--- config.mk ---
export PLATFORM = sky130hd
export DESIGN_NAME = srdma_dev_flat
export DESIGN_NICKNAME = d
export VERILOG_FILES = /design/src/design/srdma_pkg.sv /design/src/design/srdma_if.sv /design/src/design/srdma_dev.sv /design/src/design/srdma_fifo.sv /design/src/flat_wrapper.sv
export SDC_FILE = /design/constraint.sdc
export NUM_CORES = 1
export LEC_CHECK = 0
export BUFFER_PORTS_ARGS = -buffer_cell sky130_fd_sc_hd__buf_2
export CAP_MARGIN = 10
export CORE_AREA = 4 4 203 205
export CTS_CLUSTER_SIZE = 12
export DETAILED_ROUTE_END_ITERATION = 10
export DIE_AREA = 0 0 207 209
export PLACE_DENSITY = 0.83
export SYNTH_ARGS = -nofsm -noshare
export SYNTH_HDL_FRONTEND = slang
export SYNTH_SLANG_ARGS = --single-unit
--- constraint.sdc ---
create_clock -name mclk_i -period 7.7 [get_ports mclk_i]
set_input_delay 0.385 -clock mclk_i [delete_from_list [all_inputs] [get_ports mclk_i]]
set_output_delay 0.385 -clock mclk_i [all_outputs]
set_load 0.02 [all_outputs]
--- src/design/srdma_pkg.sv ---
// shared constants for the shared ram transfer sequencer and its host end
`default_nettype none
package srdma_pkg;
    localparam int DATA_W = 16;
    localparam int ADDR_W = 16;
    localparam int CNT_W = 4;
    localparam int FIFO_DEPTH = 32;
    // per-transfer clock counts
    localparam logic [3:0] FIRST_XFER_CYC = 4'h5;
    localparam logic [3:0] NEXT_XFER_CYC = 4'h4;
    localparam logic [3:0] NARROW_XFER_CYC = 4'h8;
    // longest request to grant wait, 16-bit memory at 10 MHz
    localparam real CLK_MHZ = 10.0;
    localparam real GRANT_MAX_US = 3.1;
    localparam int GRANT_MAX_CYC = int'($floor(GRANT_MAX_US * CLK_MHZ));
    // words of device-internal ram seen by the host decoder
    localparam logic [15:0] INT_RAM_WORDS = 16'h1000;
    // terminal operating modes
    typedef enum logic [1:0] {
        SRDMA_MODE_BC = 2'h0,
        SRDMA_MODE_RT = 2'h1,
        SRDMA_MODE_MSG_MON = 2'h2,
        SRDMA_MODE_WORD_MON = 2'h3
    } srdma_mode_t;
endpackage
`default_nettype wire

--- src/design/srdma_if.sv ---
// link between the terminal's transfer sequencer and the host bus owner
`default_nettype none
interface srdma_if;
    logic transfer_request_n;
    logic transfer_grant_n;
    logic transfer_ack_n;
    logic mem_select_out_n;
    logic mem_select_in_n;
    logic io_strobe_n;
    logic write_n;
    logic [srdma_pkg::ADDR_W-1:0] addr;
    logic [srdma_pkg::DATA_W-1:0] wdata;
    logic [srdma_pkg::DATA_W-1:0] rdata;

    modport dev (
        output transfer_request_n, transfer_ack_n, mem_select_out_n, io_strobe_n,
        output write_n, addr, wdata,
        input transfer_grant_n, mem_select_in_n, rdata
    );
    modport host (
        input transfer_request_n, transfer_ack_n, mem_select_out_n, io_strobe_n,
        input write_n, addr, wdata,
        output transfer_grant_n, mem_select_in_n, rdata
    );
endinterface
`default_nettype wire

--- src/design/srdma_dev.sv ---
// terminal end: requests the host bus and sequences single and burst transfers
`default_nettype none
module srdma_dev (
    // clock and reset
    input wire logic mclk_i,
    input wire logic sys_rst_i,
    // link
    srdma_if.dev link,
    // job request
    input wire logic job_valid_i,
    output logic job_ready_o,
    input wire logic job_burst_i,
    input wire logic [srdma_pkg::CNT_W-1:0] job_reads_i,
    input wire logic [srdma_pkg::CNT_W-1:0] job_writes_i,
    input wire logic [srdma_pkg::ADDR_W-1:0] job_addr_i,
    input wire srdma_pkg::srdma_mode_t mode_i,
    input wire logic buffered_i,
    // strap pin, low selects 8-bit shared ram
    input wire logic narrow_ram_select_n_i,
    // write words
    input wire logic wr_valid_i,
    output logic wr_ready_o,
    input wire logic [srdma_pkg::DATA_W-1:0] wr_data_i,
    // read words and status
    output logic rd_valid_o,
    output logic [srdma_pkg::DATA_W-1:0] rd_data_o,
    output logic done_o,
    output logic err_o
);
    typedef enum logic [4:0] {
        S_IDLE = 5'h01,
        S_REQ = 5'h02,
        S_ACK = 5'h04,
        S_XFER = 5'h08,
        S_INT = 5'h10
    } srdma_state_t;

    localparam int IW = srdma_pkg::CNT_W + 1;

    srdma_state_t state_q;
    logic [2:0] narrow_sync_q;
    logic narrow_q;
    logic [IW-1:0] reads_q;
    logic [IW-1:0] total_q;
    logic [IW-1:0] idx_q;
    logic [3:0] cyc_q;
    logic [srdma_pkg::ADDR_W-1:0] base_q;
    logic req_n_q;
    logic ack_n_q;
    logic sel_n_q;
    logic wr_n_q;
    logic [srdma_pkg::ADDR_W-1:0] addr_q;
    logic [srdma_pkg::DATA_W-1:0] wdata_q;
    logic fifo_valid;
    logic fifo_pop;
    logic [srdma_pkg::DATA_W-1:0] fifo_data;

    // ------------------------------------------------------------
    // write data buffer
    // ------------------------------------------------------------
    srdma_fifo #(
        .WIDTH(srdma_pkg::DATA_W),
        .DEPTH(srdma_pkg::FIFO_DEPTH)
    ) u_wr_fifo (
        .mclk_i(mclk_i),
        .sys_rst_i(sys_rst_i),
        .in_valid_i(wr_valid_i),
        .in_ready_o(wr_ready_o),
        .in_data_i(wr_data_i),
        .out_valid_o(fifo_valid),
        .out_ready_i(fifo_pop),
        .out_data_o(fifo_data)
    );

    // ------------------------------------------------------------
    // transfer decode
    // ------------------------------------------------------------
    function automatic logic [3:0] xfer_len(input logic first, input logic narrow_int);
        if (narrow_int) begin
            return srdma_pkg::NARROW_XFER_CYC;
        end
        return first ? srdma_pkg::FIRST_XFER_CYC : srdma_pkg::NEXT_XFER_CYC;
    endfunction

    wire in_idle = (state_q == S_IDLE);
    wire word_mon = (mode_i == srdma_pkg::SRDMA_MODE_WORD_MON);
    wire job_bad = job_burst_i && word_mon;
    wire job_take = job_valid_i && in_idle && !job_bad;
    // reads come first, writes after them
    wire is_write = (idx_q >= reads_q);
    wire narrow_int = narrow_q && !link.mem_select_in_n;
    wire [3:0] len = xfer_len(idx_q == '0, narrow_int);
    wire stall = (cyc_q == 4'h0) && is_write && !fifo_valid;
    wire xfer_end = (cyc_q == len - 4'h1);
    wire last_xfer = (idx_q == total_q - IW'(1));
    wire xfer_start = (state_q == S_XFER) && (cyc_q == 4'h0) && !stall;
    wire [IW-1:0] job_reads = job_burst_i ? IW'(job_reads_i) : IW'(job_writes_i == '0);
    wire [IW-1:0] job_total = job_burst_i ? IW'(job_reads_i) + IW'(job_writes_i) : IW'(1);

    assign fifo_pop = xfer_start && is_write;
    assign link.transfer_request_n = req_n_q;
    assign link.transfer_ack_n = ack_n_q;
    assign link.mem_select_out_n = sel_n_q;
    assign link.io_strobe_n = sel_n_q;
    assign link.write_n = wr_n_q;
    assign link.addr = addr_q;
    assign link.wdata = wdata_q;

    // ------------------------------------------------------------
    // strap synchroniser
    // ------------------------------------------------------------
    // change counts once the second and third stages agree
    always_ff @(posedge mclk_i or posedge sys_rst_i) begin
        if (sys_rst_i) begin
            narrow_sync_q <= 3'h7;
            narrow_q <= 1'b0;
        end else begin
            narrow_sync_q <= {narrow_sync_q[1:0], narrow_ram_select_n_i};
            if (narrow_sync_q[1] == narrow_sync_q[2]) begin
                narrow_q <= !narrow_sync_q[2];
            end
        end
    end

    // ------------------------------------------------------------
    // sequencer
    // ------------------------------------------------------------
    always_ff @(posedge mclk_i or posedge sys_rst_i) begin
        if (sys_rst_i) begin
            state_q <= S_IDLE;
            reads_q <= '0;
            total_q <= '0;
            idx_q <= '0;
            cyc_q <= '0;
            base_q <= '0;
            req_n_q <= 1'b1;
            ack_n_q <= 1'b1;
            sel_n_q <= 1'b1;
            wr_n_q <= 1'b1;
            addr_q <= '0;
            wdata_q <= '0;
            job_ready_o <= 1'b0;
            rd_valid_o <= 1'b0;
            rd_data_o <= '0;
            done_o <= 1'b0;
            err_o <= 1'b0;
        end else begin
            rd_valid_o <= 1'b0;
            done_o <= 1'b0;
            err_o <= job_valid_i && in_idle && job_bad;
            unique case (state_q)
                S_IDLE: begin
                    job_ready_o <= 1'b1;
                    if (job_take) begin
                        job_ready_o <= 1'b0;
                        reads_q <= job_reads;
                        total_q <= job_total;
                        base_q <= job_addr_i;
                        idx_q <= '0;
                        cyc_q <= '0;
                        if (job_total == '0) begin
                            done_o <= 1'b1;
                            job_ready_o <= 1'b1;
                        end else if (buffered_i) begin
                            // buffered transfers stay inside, link stays quiet
                            state_q <= S_INT;
                        end else begin
                            req_n_q <= 1'b0;
                            state_q <= S_REQ;
                        end
                    end
                end
                S_REQ: begin
                    // request held until the grant is seen
                    if (!link.transfer_grant_n) begin
                        ack_n_q <= 1'b0;
                        state_q <= S_ACK;
                    end
                end
                S_ACK: begin
                    state_q <= S_XFER;
                end
                S_XFER: begin
                    if (!stall) begin
                        cyc_q <= xfer_end ? 4'h0 : cyc_q + 4'h1;
                    end
                    if (xfer_start) begin
                        sel_n_q <= 1'b0;
                        wr_n_q <= !is_write;
                        addr_q <= base_q + srdma_pkg::ADDR_W'(idx_q);
                        if (is_write) begin
                            wdata_q <= fifo_data;
                        end
                    end
                    if (!stall && xfer_end) begin
                        sel_n_q <= 1'b1;
                        wr_n_q <= 1'b1;
                        idx_q <= idx_q + IW'(1);
                        if (!is_write) begin
                            rd_valid_o <= 1'b1;
                            rd_data_o <= link.rdata;
                        end
                        if (last_xfer) begin
                            req_n_q <= 1'b1;
                            ack_n_q <= 1'b1;
                            done_o <= 1'b1;
                            job_ready_o <= 1'b1;
                            state_q <= S_IDLE;
                        end
                    end
                end
                S_INT: begin
                    // internal path not modelled: every word paced at NEXT_XFER_CYC, first included, no link traffic
                    cyc_q <= (cyc_q == srdma_pkg::NEXT_XFER_CYC - 4'h1) ? 4'h0 : cyc_q + 4'h1;
                    if (cyc_q == srdma_pkg::NEXT_XFER_CYC - 4'h1) begin
                        idx_q <= idx_q + IW'(1);
                        if (last_xfer) begin
                            done_o <= 1'b1;
                            job_ready_o <= 1'b1;
                            state_q <= S_IDLE;
                        end
                    end
                end
            endcase
        end
    end
endmodule
`default_nettype wire

--- src/design/srdma_fifo.sv ---
// flip-flop fifo with registered valid and ready
`default_nettype none
module srdma_fifo #(
    parameter int WIDTH = 16,
    parameter int DEPTH = 32
) (
    // clock and reset
    input wire logic mclk_i,
    input wire logic sys_rst_i,
    // fill side
    input wire logic in_valid_i,
    output logic in_ready_o,
    input wire logic [WIDTH-1:0] in_data_i,
    // drain side
    output logic out_valid_o,
    input wire logic out_ready_i,
    output logic [WIDTH-1:0] out_data_o
);
    localparam int AW = $clog2(DEPTH);
    localparam logic [AW:0] FULL_CNT = (AW+1)'(DEPTH);

    logic [WIDTH-1:0] mem_q [DEPTH];
    logic [AW-1:0] wr_ptr_q;
    logic [AW-1:0] rd_ptr_q;
    logic [AW:0] cnt_q;
    logic [AW:0] cnt_d;
    wire push = in_valid_i & in_ready_o;
    wire pop = out_valid_o & out_ready_i;

    assign cnt_d = cnt_q + (AW+1)'(push) - (AW+1)'(pop);
    assign out_data_o = mem_q[rd_ptr_q];

    always_ff @(posedge mclk_i) begin
        if (push) begin
            mem_q[wr_ptr_q] <= in_data_i;
        end
    end

    // flags come from the next count so both stay honest with a flop output
    always_ff @(posedge mclk_i or posedge sys_rst_i) begin
        if (sys_rst_i) begin
            wr_ptr_q <= '0;
            rd_ptr_q <= '0;
            cnt_q <= '0;
            in_ready_o <= 1'b0;
            out_valid_o <= 1'b0;
        end else begin
            wr_ptr_q <= push ? wr_ptr_q + 1'b1 : wr_ptr_q;
            rd_ptr_q <= pop ? rd_ptr_q + 1'b1 : rd_ptr_q;
            cnt_q <= cnt_d;
            in_ready_o <= (cnt_d != FULL_CNT);
            out_valid_o <= (cnt_d != '0);
        end
    end
endmodule
`default_nettype wire

--- src/flat_wrapper.sv ---
// flat-port wrapper written by rule: the top's interface ports become plain ports
module srdma_dev_flat 
  (mclk_i, sys_rst_i, job_valid_i, job_ready_o, job_burst_i, job_reads_i, job_writes_i, job_addr_i, mode_i, buffered_i, narrow_ram_select_n_i, wr_valid_i, wr_ready_o, wr_data_i, rd_valid_o, rd_data_o, done_o, err_o, link_transfer_request_n, link_transfer_ack_n, link_mem_select_out_n, link_io_strobe_n, link_write_n, link_addr, link_wdata, link_transfer_grant_n, link_mem_select_in_n, link_rdata);
  srdma_if link_i ();
  input wire logic mclk_i;
  input wire logic sys_rst_i;
  input wire logic job_valid_i;
  output logic job_ready_o;
  input wire logic job_burst_i;
  input wire logic [srdma_pkg::CNT_W-1:0] job_reads_i;
  input wire logic [srdma_pkg::CNT_W-1:0] job_writes_i;
  input wire logic [srdma_pkg::ADDR_W-1:0] job_addr_i;
  input wire srdma_pkg::srdma_mode_t mode_i;
  input wire logic buffered_i;
  input wire logic narrow_ram_select_n_i;
  input wire logic wr_valid_i;
  output logic wr_ready_o;
  input wire logic [srdma_pkg::DATA_W-1:0] wr_data_i;
  output logic rd_valid_o;
  output logic [srdma_pkg::DATA_W-1:0] rd_data_o;
  output logic done_o;
  output logic err_o;
  output wire logic [$bits(link_i.transfer_request_n)-1:0] link_transfer_request_n;
  output wire logic [$bits(link_i.transfer_ack_n)-1:0] link_transfer_ack_n;
  output wire logic [$bits(link_i.mem_select_out_n)-1:0] link_mem_select_out_n;
  output wire logic [$bits(link_i.io_strobe_n)-1:0] link_io_strobe_n;
  output wire logic [$bits(link_i.write_n)-1:0] link_write_n;
  output wire logic [$bits(link_i.addr)-1:0] link_addr;
  output wire logic [$bits(link_i.wdata)-1:0] link_wdata;
  input wire logic [$bits(link_i.transfer_grant_n)-1:0] link_transfer_grant_n;
  input wire logic [$bits(link_i.mem_select_in_n)-1:0] link_mem_select_in_n;
  input wire logic [$bits(link_i.rdata)-1:0] link_rdata;
  assign link_transfer_request_n = link_i.transfer_request_n;
  assign link_transfer_ack_n = link_i.transfer_ack_n;
  assign link_mem_select_out_n = link_i.mem_select_out_n;
  assign link_io_strobe_n = link_i.io_strobe_n;
  assign link_write_n = link_i.write_n;
  assign link_addr = link_i.addr;
  assign link_wdata = link_i.wdata;
  assign link_i.transfer_grant_n = link_transfer_grant_n;
  assign link_i.mem_select_in_n = link_mem_select_in_n;
  assign link_i.rdata = link_rdata;
  srdma_dev u_core (.mclk_i(mclk_i), .sys_rst_i(sys_rst_i), .link(link_i), .job_valid_i(job_valid_i), .job_ready_o(job_ready_o), .job_burst_i(job_burst_i), .job_reads_i(job_reads_i), .job_writes_i(job_writes_i), .job_addr_i(job_addr_i), .mode_i(mode_i), .buffered_i(buffered_i), .narrow_ram_select_n_i(narrow_ram_select_n_i), .wr_valid_i(wr_valid_i), .wr_ready_o(wr_ready_o), .wr_data_i(wr_data_i), .rd_valid_o(rd_valid_o), .rd_data_o(rd_data_o), .done_o(done_o), .err_o(err_o));
endmodule
# Word-level counts from Yosys, hierarchy flattened
# Memory sizes are Yosys's and may differ from the RTL's. A register that Yosys moved wholly into a read port is not among the register bits.
# Cells that the tools add are included.
[classes]
n_eq_ne = 19
n_reduce_logical = 37
n_lt_le_gt_ge = 1
bitwise = 3
muxes = 51
addsub = 10
[op_table]
columns = ["op", "count"]
rows = [
  ["two-way mux 5 bit", 11],
  ["two-way mux 4 bit", 7],
  ["two-way mux 1 bit", 26],
  ["case mux 5 bit (5 select lines)", 1],
  ["adder 16 x 5 -> 16 bit", 1],
  ["adder 5 x 1 -> 5 bit, second input constant", 3],
  ["case mux 5 bit (3 select lines)", 1],
  ["inequality test 2 bit, second input constant", 6],
  ["case mux 4 bit (3 select lines)", 1],
  ["AND reduction 3 bit", 4],
  ["logical AND 1 bit", 11],
  ["logical NOT 5 bit", 2],
  ["logical NOT 4 bit", 2],
  ["AND reduction 4 bit", 2],
  ["adder 6 x 1 -> 6 bit", 1],
  ["logical NOT 1 bit", 6],
  ["inequality test 6 bit, second input constant", 1],
  ["case mux 1 bit (3 select lines)", 2],
  ["AND reduction 2 bit", 3],
  ["AND reduction 6 bit", 1],
  ["nonzero test 2 bit", 3],
  ["nonzero test 6 bit", 1],
  ["subtractor 6 x 1 -> 6 bit", 1],
  ["adder 4 x 4 -> 5 bit", 1],
  ["other kinds (20)", 23],
]
[word_totals]
wordCells = 145
ramBits = 512
ff_bits = 102
n_memories = 1
out_inout_bits = 58
inputBits = 67
[memory_table]
columns = ["memory", "depth", "width", "read_ports", "rd_ports_with_merged_regs", "write_ports", "line", "text"]
rows = [
  ["u_core.u_wr_fifo.mem_q", 32, 16, 1, 1, 1, "srdma_fifo.sv:22", "logic [WIDTH-1:0] mem_q [DEPTH];"],
]

# Logic depth before layout (Yosys ltp)
[logic_depth]
ltp_word = 9
mapped_depth = 18
ltp_nobuf = 18

# Modules after synthesis
# A second synthesis with hierarchy kept.
[unflattened]
cells_unflattened = 1435
hier_area_um2 = 25385.6
[by_module_without_submodules]
columns = ["mod", "n_inst", "area_each_um2", "cells_each", "seq_area_each_um2"]
rows = [
  ["srdma_fifo", 1, 20520.9, 972, 15825.2],
  ["srdma_dev", 1, 4864.7, 463, 2487.4],
]

# Worst setup path before layout
# Ideal clock, no wire load.
[synth_path]
kind = "register to register"
startpoint = "reg u_core.cyc_q[0]"
endpoint = "reg u_core.u_wr_fifo.out_valid_o"
path_buffers = 0
path_slack_ns = 4.150
arrival_time_ns = 3.419
period_less_slack_ns = 3.550
setup_time_ns = 0.131
t_required_ns = 7.569
path_stages_with_launch = 18
path_cell_list = "dfrtp_1 -> inv_1 -> ha_1 -> or3b_2 -> nor2_1 -> nand3_1 -> inv_1 -> ha_1 -> inv_1 -> ha_1 -> inv_1 -> fa_1 -> inv_1 -> a21o_1 -> a21oi_1 -> xnor2_1 -> nor4_1 -> nand2b_1"
[synth_between]
elab_chain_len = 9
word_cells_on_any_way = 10
classes_between = "add/sub: 1; bitwise: 1; reduce/logical: 8"
[synth_lines]
columns = ["item", "line", "text"]
rows = [
  ["start, declared", "srdma_dev.sv:46", "logic [3:0] cyc_q;"],
  ["start signal, assigned", "srdma_dev.sv:185", "cyc_q <= xfer_end ? 4'h0 : cyc_q + 4'h1;"],
  ["start signal, assigned", "srdma_dev.sv:214", "cyc_q <= (cyc_q == srdma_pkg::NEXT_XFER_CYC - 4'h1) ? 4'h0 : cyc_q + 4'h1;"],
  ["logical NOT 4 bit *", "srdma_dev.sv:93, srdma_dev.sv:96", ""],
  ["logical AND 1 bit (2 in series)", "srdma_dev.sv:93", "wire stall = (cyc_q == 4'h0) && is_write && !fifo_valid;"],
  ["logical NOT 1 bit", "srdma_dev.sv:96", "wire xfer_start = (state_q == S_XFER) && (cyc_q == 4'h0) && !stall;"],
  ["logical AND 1 bit *", "srdma_dev.sv:96", ""],
  ["logical AND 1 bit *", "srdma_dev.sv:100", "assign fifo_pop = xfer_start && is_write;"],
  ["bitwise AND 1 bit *", "srdma_fifo.sv:28", "wire pop = out_valid_o & out_ready_i;"],
  ["net u_core.u_wr_fifo.pop", "srdma_fifo.sv:28", ""],
  ["subtractor 6 x 1 -> 6 bit *", "srdma_fifo.sv:30", "assign cnt_d = cnt_q + (AW+1)'(push) - (AW+1)'(pop);"],
  ["net u_core.u_wr_fifo.cnt_d[4]", "srdma_fifo.sv:26", "logic [AW:0] cnt_d;"],
  ["nonzero test 6 bit *", "srdma_fifo.sv:52", "out_valid_o <= (cnt_d != '0);"],
  ["end signal, assigned", "srdma_fifo.sv:52", ""],
  ["end, declared", "srdma_fifo.sv:15", "output logic out_valid_o,"],
]
# Mark *: on every way through the listed nets, which the timed path passes. The rest lies on a longest branch.
# A chain may end at the register's enable or synchronous reset.

# Worst setup path in the final report
[layout_path]
startpoint = "reg u_core.idx_q[3]"
endpoint = "reg u_core.u_wr_fifo.in_ready_o"
[layout_between]
elab_chain_len = 9
[layout_lines]
columns = ["item", "line", "text"]
rows = [
  ["start, declared", "srdma_dev.sv:45", "logic [IW-1:0] idx_q;"],
  ["start signal, assigned", "srdma_dev.sv:198", "idx_q <= idx_q + IW'(1);"],
  ["start signal, assigned", "srdma_dev.sv:216", "idx_q <= idx_q + IW'(1);"],
  ["greater-or-equal comparator 5 bit *", "srdma_dev.sv:90", "wire is_write = (idx_q >= reads_q);"],
  ["logical AND 1 bit (2 in series)", "srdma_dev.sv:93", ""],
  ["logical NOT 1 bit", "srdma_dev.sv:96", ""],
  ["logical AND 1 bit", "srdma_dev.sv:96", ""],
  ["logical AND 1 bit *", "srdma_dev.sv:100", ""],
  ["bitwise AND 1 bit *", "srdma_fifo.sv:28", ""],
  ["net u_core.u_wr_fifo.pop", "srdma_fifo.sv:28", ""],
  ["subtractor 6 x 1 -> 6 bit *", "srdma_fifo.sv:30", ""],
  ["net u_core.u_wr_fifo.cnt_d[4]", "srdma_fifo.sv:26", ""],
  ["inequality test 6 bit *", "srdma_fifo.sv:51", "in_ready_o <= (cnt_d != FULL_CNT);"],
  ["end signal, assigned", "srdma_fifo.sv:51", ""],
  ["end, declared", "srdma_fifo.sv:12", "output logic in_ready_o,"],
]
# Marks and branches as above.

==> impl_metrics.env <==
export IMPL_run_status="finished, final reports clean"
export IMPL_setup_violations_final=0
export IMPL_die_height_um=209
export IMPL_switching_share=0.297
export IMPL_globalRouteMet2Util=0.443
export IMPL_leakagePower_nw=10.2
export IMPL_setup_worst_path_class="reg2reg"
export IMPL_simple_gate_fraction_of_synth_area=0.0456
export IMPL_critical_path_arrival_ns=4.76
export IMPL_design_die_area_sq_um=43300
export IMPL_grt_util_met1=0.371
export IMPL_grt_first_pass_wirelength_um=88800
export IMPL_cts_clk_slew_worst_paths_ns=0.06
export IMPL_cts_hold_repair_buffers=35
export IMPL_route_antenna_remaining_nets=0
export IMPL_timing_critical_path_from_type="flop"
export IMPL_final_min_clock_period_ns=4.29
export IMPL_synthTopCellsByCount="sky130_fd_sc_hd__edfxtp_1 (512), sky130_fd_sc_hd__dfrtp_1 (109), sky130_fd_sc_hd__nand2_1 (109), sky130_fd_sc_hd__mux4_2 (96), sky130_fd_sc_hd__mux2i_1 (81)"
export IMPL_worst_clock_skew_ns=0.0400
export IMPL_finish_net_count=1765
export IMPL_power_per_cell_area_nw_per_um2=323
export IMPL_h_tree_depth=2
export IMPL_totalWireLength_um=58100
export IMPL_reg2reg_setup_slack_ns=3.41
export IMPL_resized_cells_post_cts=0
export IMPL_cts_root_buffer_cell="sky130_fd_sc_hd__clkbuf_16"
export IMPL_post_dp_hpwl_um=33100
export IMPL_synth_area_leaders="sky130_fd_sc_hd__edfxtp_1 (61%), sky130_fd_sc_hd__dfrtp_1 (11%), sky130_fd_sc_hd__mux4_2 (8.5%)"
export IMPL_worstSetupStartpoint="u_core.idx_q[3]"
export IMPL_route_detailed_wl_per_inst_um=25.9
export IMPL_timing_critical_path_to_type="flop"
export IMPL_n_antenna_cell=0
export IMPL_finalWeightedCongestion=0.908
export IMPL_viasPerCell=6.38
export IMPL_placeableCoreArea_sq_um=39500
export IMPL_sequential_share_of_the_synthesized_area=0.722
export IMPL_synth_mux_area_frac=0.126
export IMPL_postCtsSetupBuffers=0
export IMPL_slew_violations=0
export IMPL_synth_top_family_by_area="multiplexers"
export IMPL_count_of_yosys_warnings_during_synthesis=0
export IMPL_synth_top_area_frac=0.606
export IMPL_synth_cell_area_sq_um=25400
export IMPL_peakVddDrop_mv=0.257
export IMPL_buffer_ports_inserted=124
export IMPL_critical_path_reg2reg_endpoint="u_core.u_wr_fifo.in_ready_o"
export IMPL_rsz_0062_raised_after_global_routing="false"
export IMPL_worstPathRequired_ns=8.17
export IMPL_top_usage_layer="met2"
export IMPL_fp_dieW_um=207
export IMPL_drive_gt1_frac=0.222
export IMPL_clock_latency_ns=0.64
export IMPL_antenna_found_initial=1
export IMPL_place_area_sq_um=26700
export IMPL_synth_ff_latch_count=629
export IMPL_setup_total_negative_slack_ns=0
export IMPL_core_rowCount=73
export IMPL_slew_headroom=0.209
export IMPL_p_sw_w=0.00277
export IMPL_worst_hold_path_num_cells=2
export IMPL_vias=14300
export IMPL_path_max_fanout=37
export IMPL_share_seq_of_total_power=0.473
export IMPL_track_usage=0.269
export IMPL_synth_xor_area_frac=0.0117
export IMPL_ys_flop_type="sky130_fd_sc_hd__edfxtp_1"
export IMPL_initial_cell_density_of_the_core=0.643
export IMPL_worstHoldStart="buffered_i"
export IMPL_holdCritPathClass="in2reg"
export IMPL_syn2layout_area_growth_pct=13.9
export IMPL_synth_edf_count=512
export IMPL_synth_area_per_cell_sq_um=17.2
export IMPL_firstDrtPassIters=6
export IMPL_maxCapViolCount=0
export IMPL_fillCellCount=2276
export IMPL_power_frac_comb=0.233
export IMPL_synth_async_reset_ratio=0.186
export IMPL_yosys_area_share_adder=0.0167
export IMPL_library_cell_with_the_largest_summed_area_after_synthesis="sky130_fd_sc_hd__edfxtp_1"
export IMPL_gr_total_overflow=0
export IMPL_r2r_start="u_core.idx_q[3]"
export IMPL_p_total_w=0.00933
export IMPL_post_synth_num_cell_types=66
export IMPL_pre_cts_ws_ns=3.49
export IMPL_layout_core_utilization=0.732
export IMPL_tightest_slew_ns=1.19
export IMPL_syn_inst=1473
export IMPL_finalHoldViolations=0
export IMPL_numCtsBuffers=61
export IMPL_synth_compound_gate_area_share=0.0603
export IMPL_cts_sink_count=629
export IMPL_finalCritPeriodShare=0.557
export IMPL_clock_path_buffers=3
export IMPL_cell_internal_power_dissipation_w=0.00656
export IMPL_final_setup_worst_slack_ns=3.41
export IMPL_yosys_cell_count_top_type="sky130_fd_sc_hd__edfxtp_1"
export IMPL_clockPowerShare=0.294
export IMPL_grt_max_degree=72
export IMPL_gr_met3_demand_resource=0.0497
export IMPL_min_to="u_core.state_q[4]"
export IMPL_detailedRoute_firstIterationViolations=1697
export IMPL_cts_tree="yes"
export IMPL_number_of_top_level_design_ports=125
export IMPL_ff2ff_path_depth=18
export IMPL_vias_in_the_first_global_route=14500
export IMPL_syn_nets=1572
export IMPL_maxClockFrequency_ghz=0.233
export IMPL_final_area_sq_um=28900
export IMPL_drc_errors=0
[worst max-delay path by stage]
| stage | endpoint | slack (ns) | cells past startpoint |
|---|---|---|---|
| 4_1_cts | u_core.u_wr_fifo.in_ready_o | 3.43 | 18 |
| 2_1_floorplan | u_core.u_wr_fifo.out_valid_o | 4.15 | 17 |
| 6_report | u_core.u_wr_fifo.in_ready_o | 3.41 | 18 |
| 3_3_place_gp | u_core.u_wr_fifo.in_ready_o | 3.65 | 18 |
| 5_1_grt | u_core.u_wr_fifo.in_ready_o | 3.02 | 18 |
| 3_5_place_dp | u_core.u_wr_fifo.in_ready_o | 3.49 | 18 |
[kinds of logic (layout without fill, tap and decap cells)]
kind of cell	after synthesis	count (layout)
xor gates and xnor gates	34	34
muxes	193	193
adders and majority gates	32	32
buffers and inverters	111	353
AOI/OAI and AO/OA	226	226
and+or+nand+nor	248	248
DFF	629	629
[cells in the final DEF (no fill, tap or decap), drive strengths merged, types with 16 or more instances in the layout]
cell type and n:
edfxtp 512, a22oi 17, mux2i 81, mux4 96
ha 29, inv 39, nor2 57, mux2 16
buf 168, nand3 22, clkbuf 102, a21oi 44
dfrtp 109, o22ai 19, o221ai 16, nand2 109
a211oi 22, a22o 17, dlygate4sd3 35, xnor2 21
o21ai 57
[area by class of cell]
class	instances	area (sq um)	share of cell area
Tap cell	525	657	0.0228
Clock inverter	10	100	0.00347
Multi-Input combinational cell	733	6600	0.229
Inverter	38	145	0.00503
Timing Repair Buffer	203	1310	0.0455
Clock buffer	102	1730	0.0600
Sequential cell	629	18300	0.635
[layer usage]
layer | vias to the layer above | part of all wire
met1 | 7221 | 0.38
met3 | 127 | 0.091
met5 | - | 0.00014
met2 | 786 | 0.50
met4 | 2 | 0.036
li1 | 6160 | -
[per-stage QoR]
step	instances	hold slack (ns)
4_1_cts	2240	0.00778
6_report	2240	0.0410
5_1_grt	2240	0.0386
2_1_floorplan	1473	0.345
3_3_place_gp	2093	0.360
3_5_place_dp	2093	0.359
[power groups by stage]
stage	combinational, W	sequential [W]	clock, W
floorplan	0.00159	0.00438	0
global placement	0.00207	0.00444	0
detailed placement	0.00214	0.00446	0
CTS	0.00218	0.00440	0.00279
global route	0.00237	0.00445	0.00293
finish	0.00217	0.00441	0.00275
[worst max-delay path, stage by stage, from the launching register on]
cell and delay (ns):
sky130_fd_sc_hd__dfrtp_1 0.48, sky130_fd_sc_hd__ha_1 0.38, sky130_fd_sc_hd__a211oi_1 0.23, sky130_fd_sc_hd__nand2_1 0.12, sky130_fd_sc_hd__or2_2 0.33, sky130_fd_sc_hd__nand3_1 0.09, sky130_fd_sc_hd__buf_4 0.39, sky130_fd_sc_hd__inv_1 0.17
sky130_fd_sc_hd__ha_1 0.31, sky130_fd_sc_hd__inv_1 0.06, sky130_fd_sc_hd__ha_1 0.16, sky130_fd_sc_hd__inv_1 0.06, sky130_fd_sc_hd__fa_1 0.43, sky130_fd_sc_hd__inv_1 0.07, sky130_fd_sc_hd__a21o_1 0.10, sky130_fd_sc_hd__a21oi_1 0.07
sky130_fd_sc_hd__xnor2_1 0.14, sky130_fd_sc_hd__nor4_1 0.40, sky130_fd_sc_hd__nand2_1 0.11
[flip-flops by register name, summed over array words and instances, names as in the netlist, 3 cells and up]
signal,count
u_core.link.wdata,16
u_core.cyc_q,4
u_core.state_q,5
u_core.u_wr_fifo.rd_ptr_q,5
u_core.u_wr_fifo.cnt_q,6
u_core.base_q,16
u_core.link.addr,16
u_core.reads_q,4
u_core.idx_q,5
u_core.u_wr_fifo.mem_q,512
u_core.narrow_sync_q,3
u_core.total_q,5
u_core.rd_data_o,16
u_core.u_wr_fifo.wr_ptr_q,5
Power figures use the tool's default switching activity.
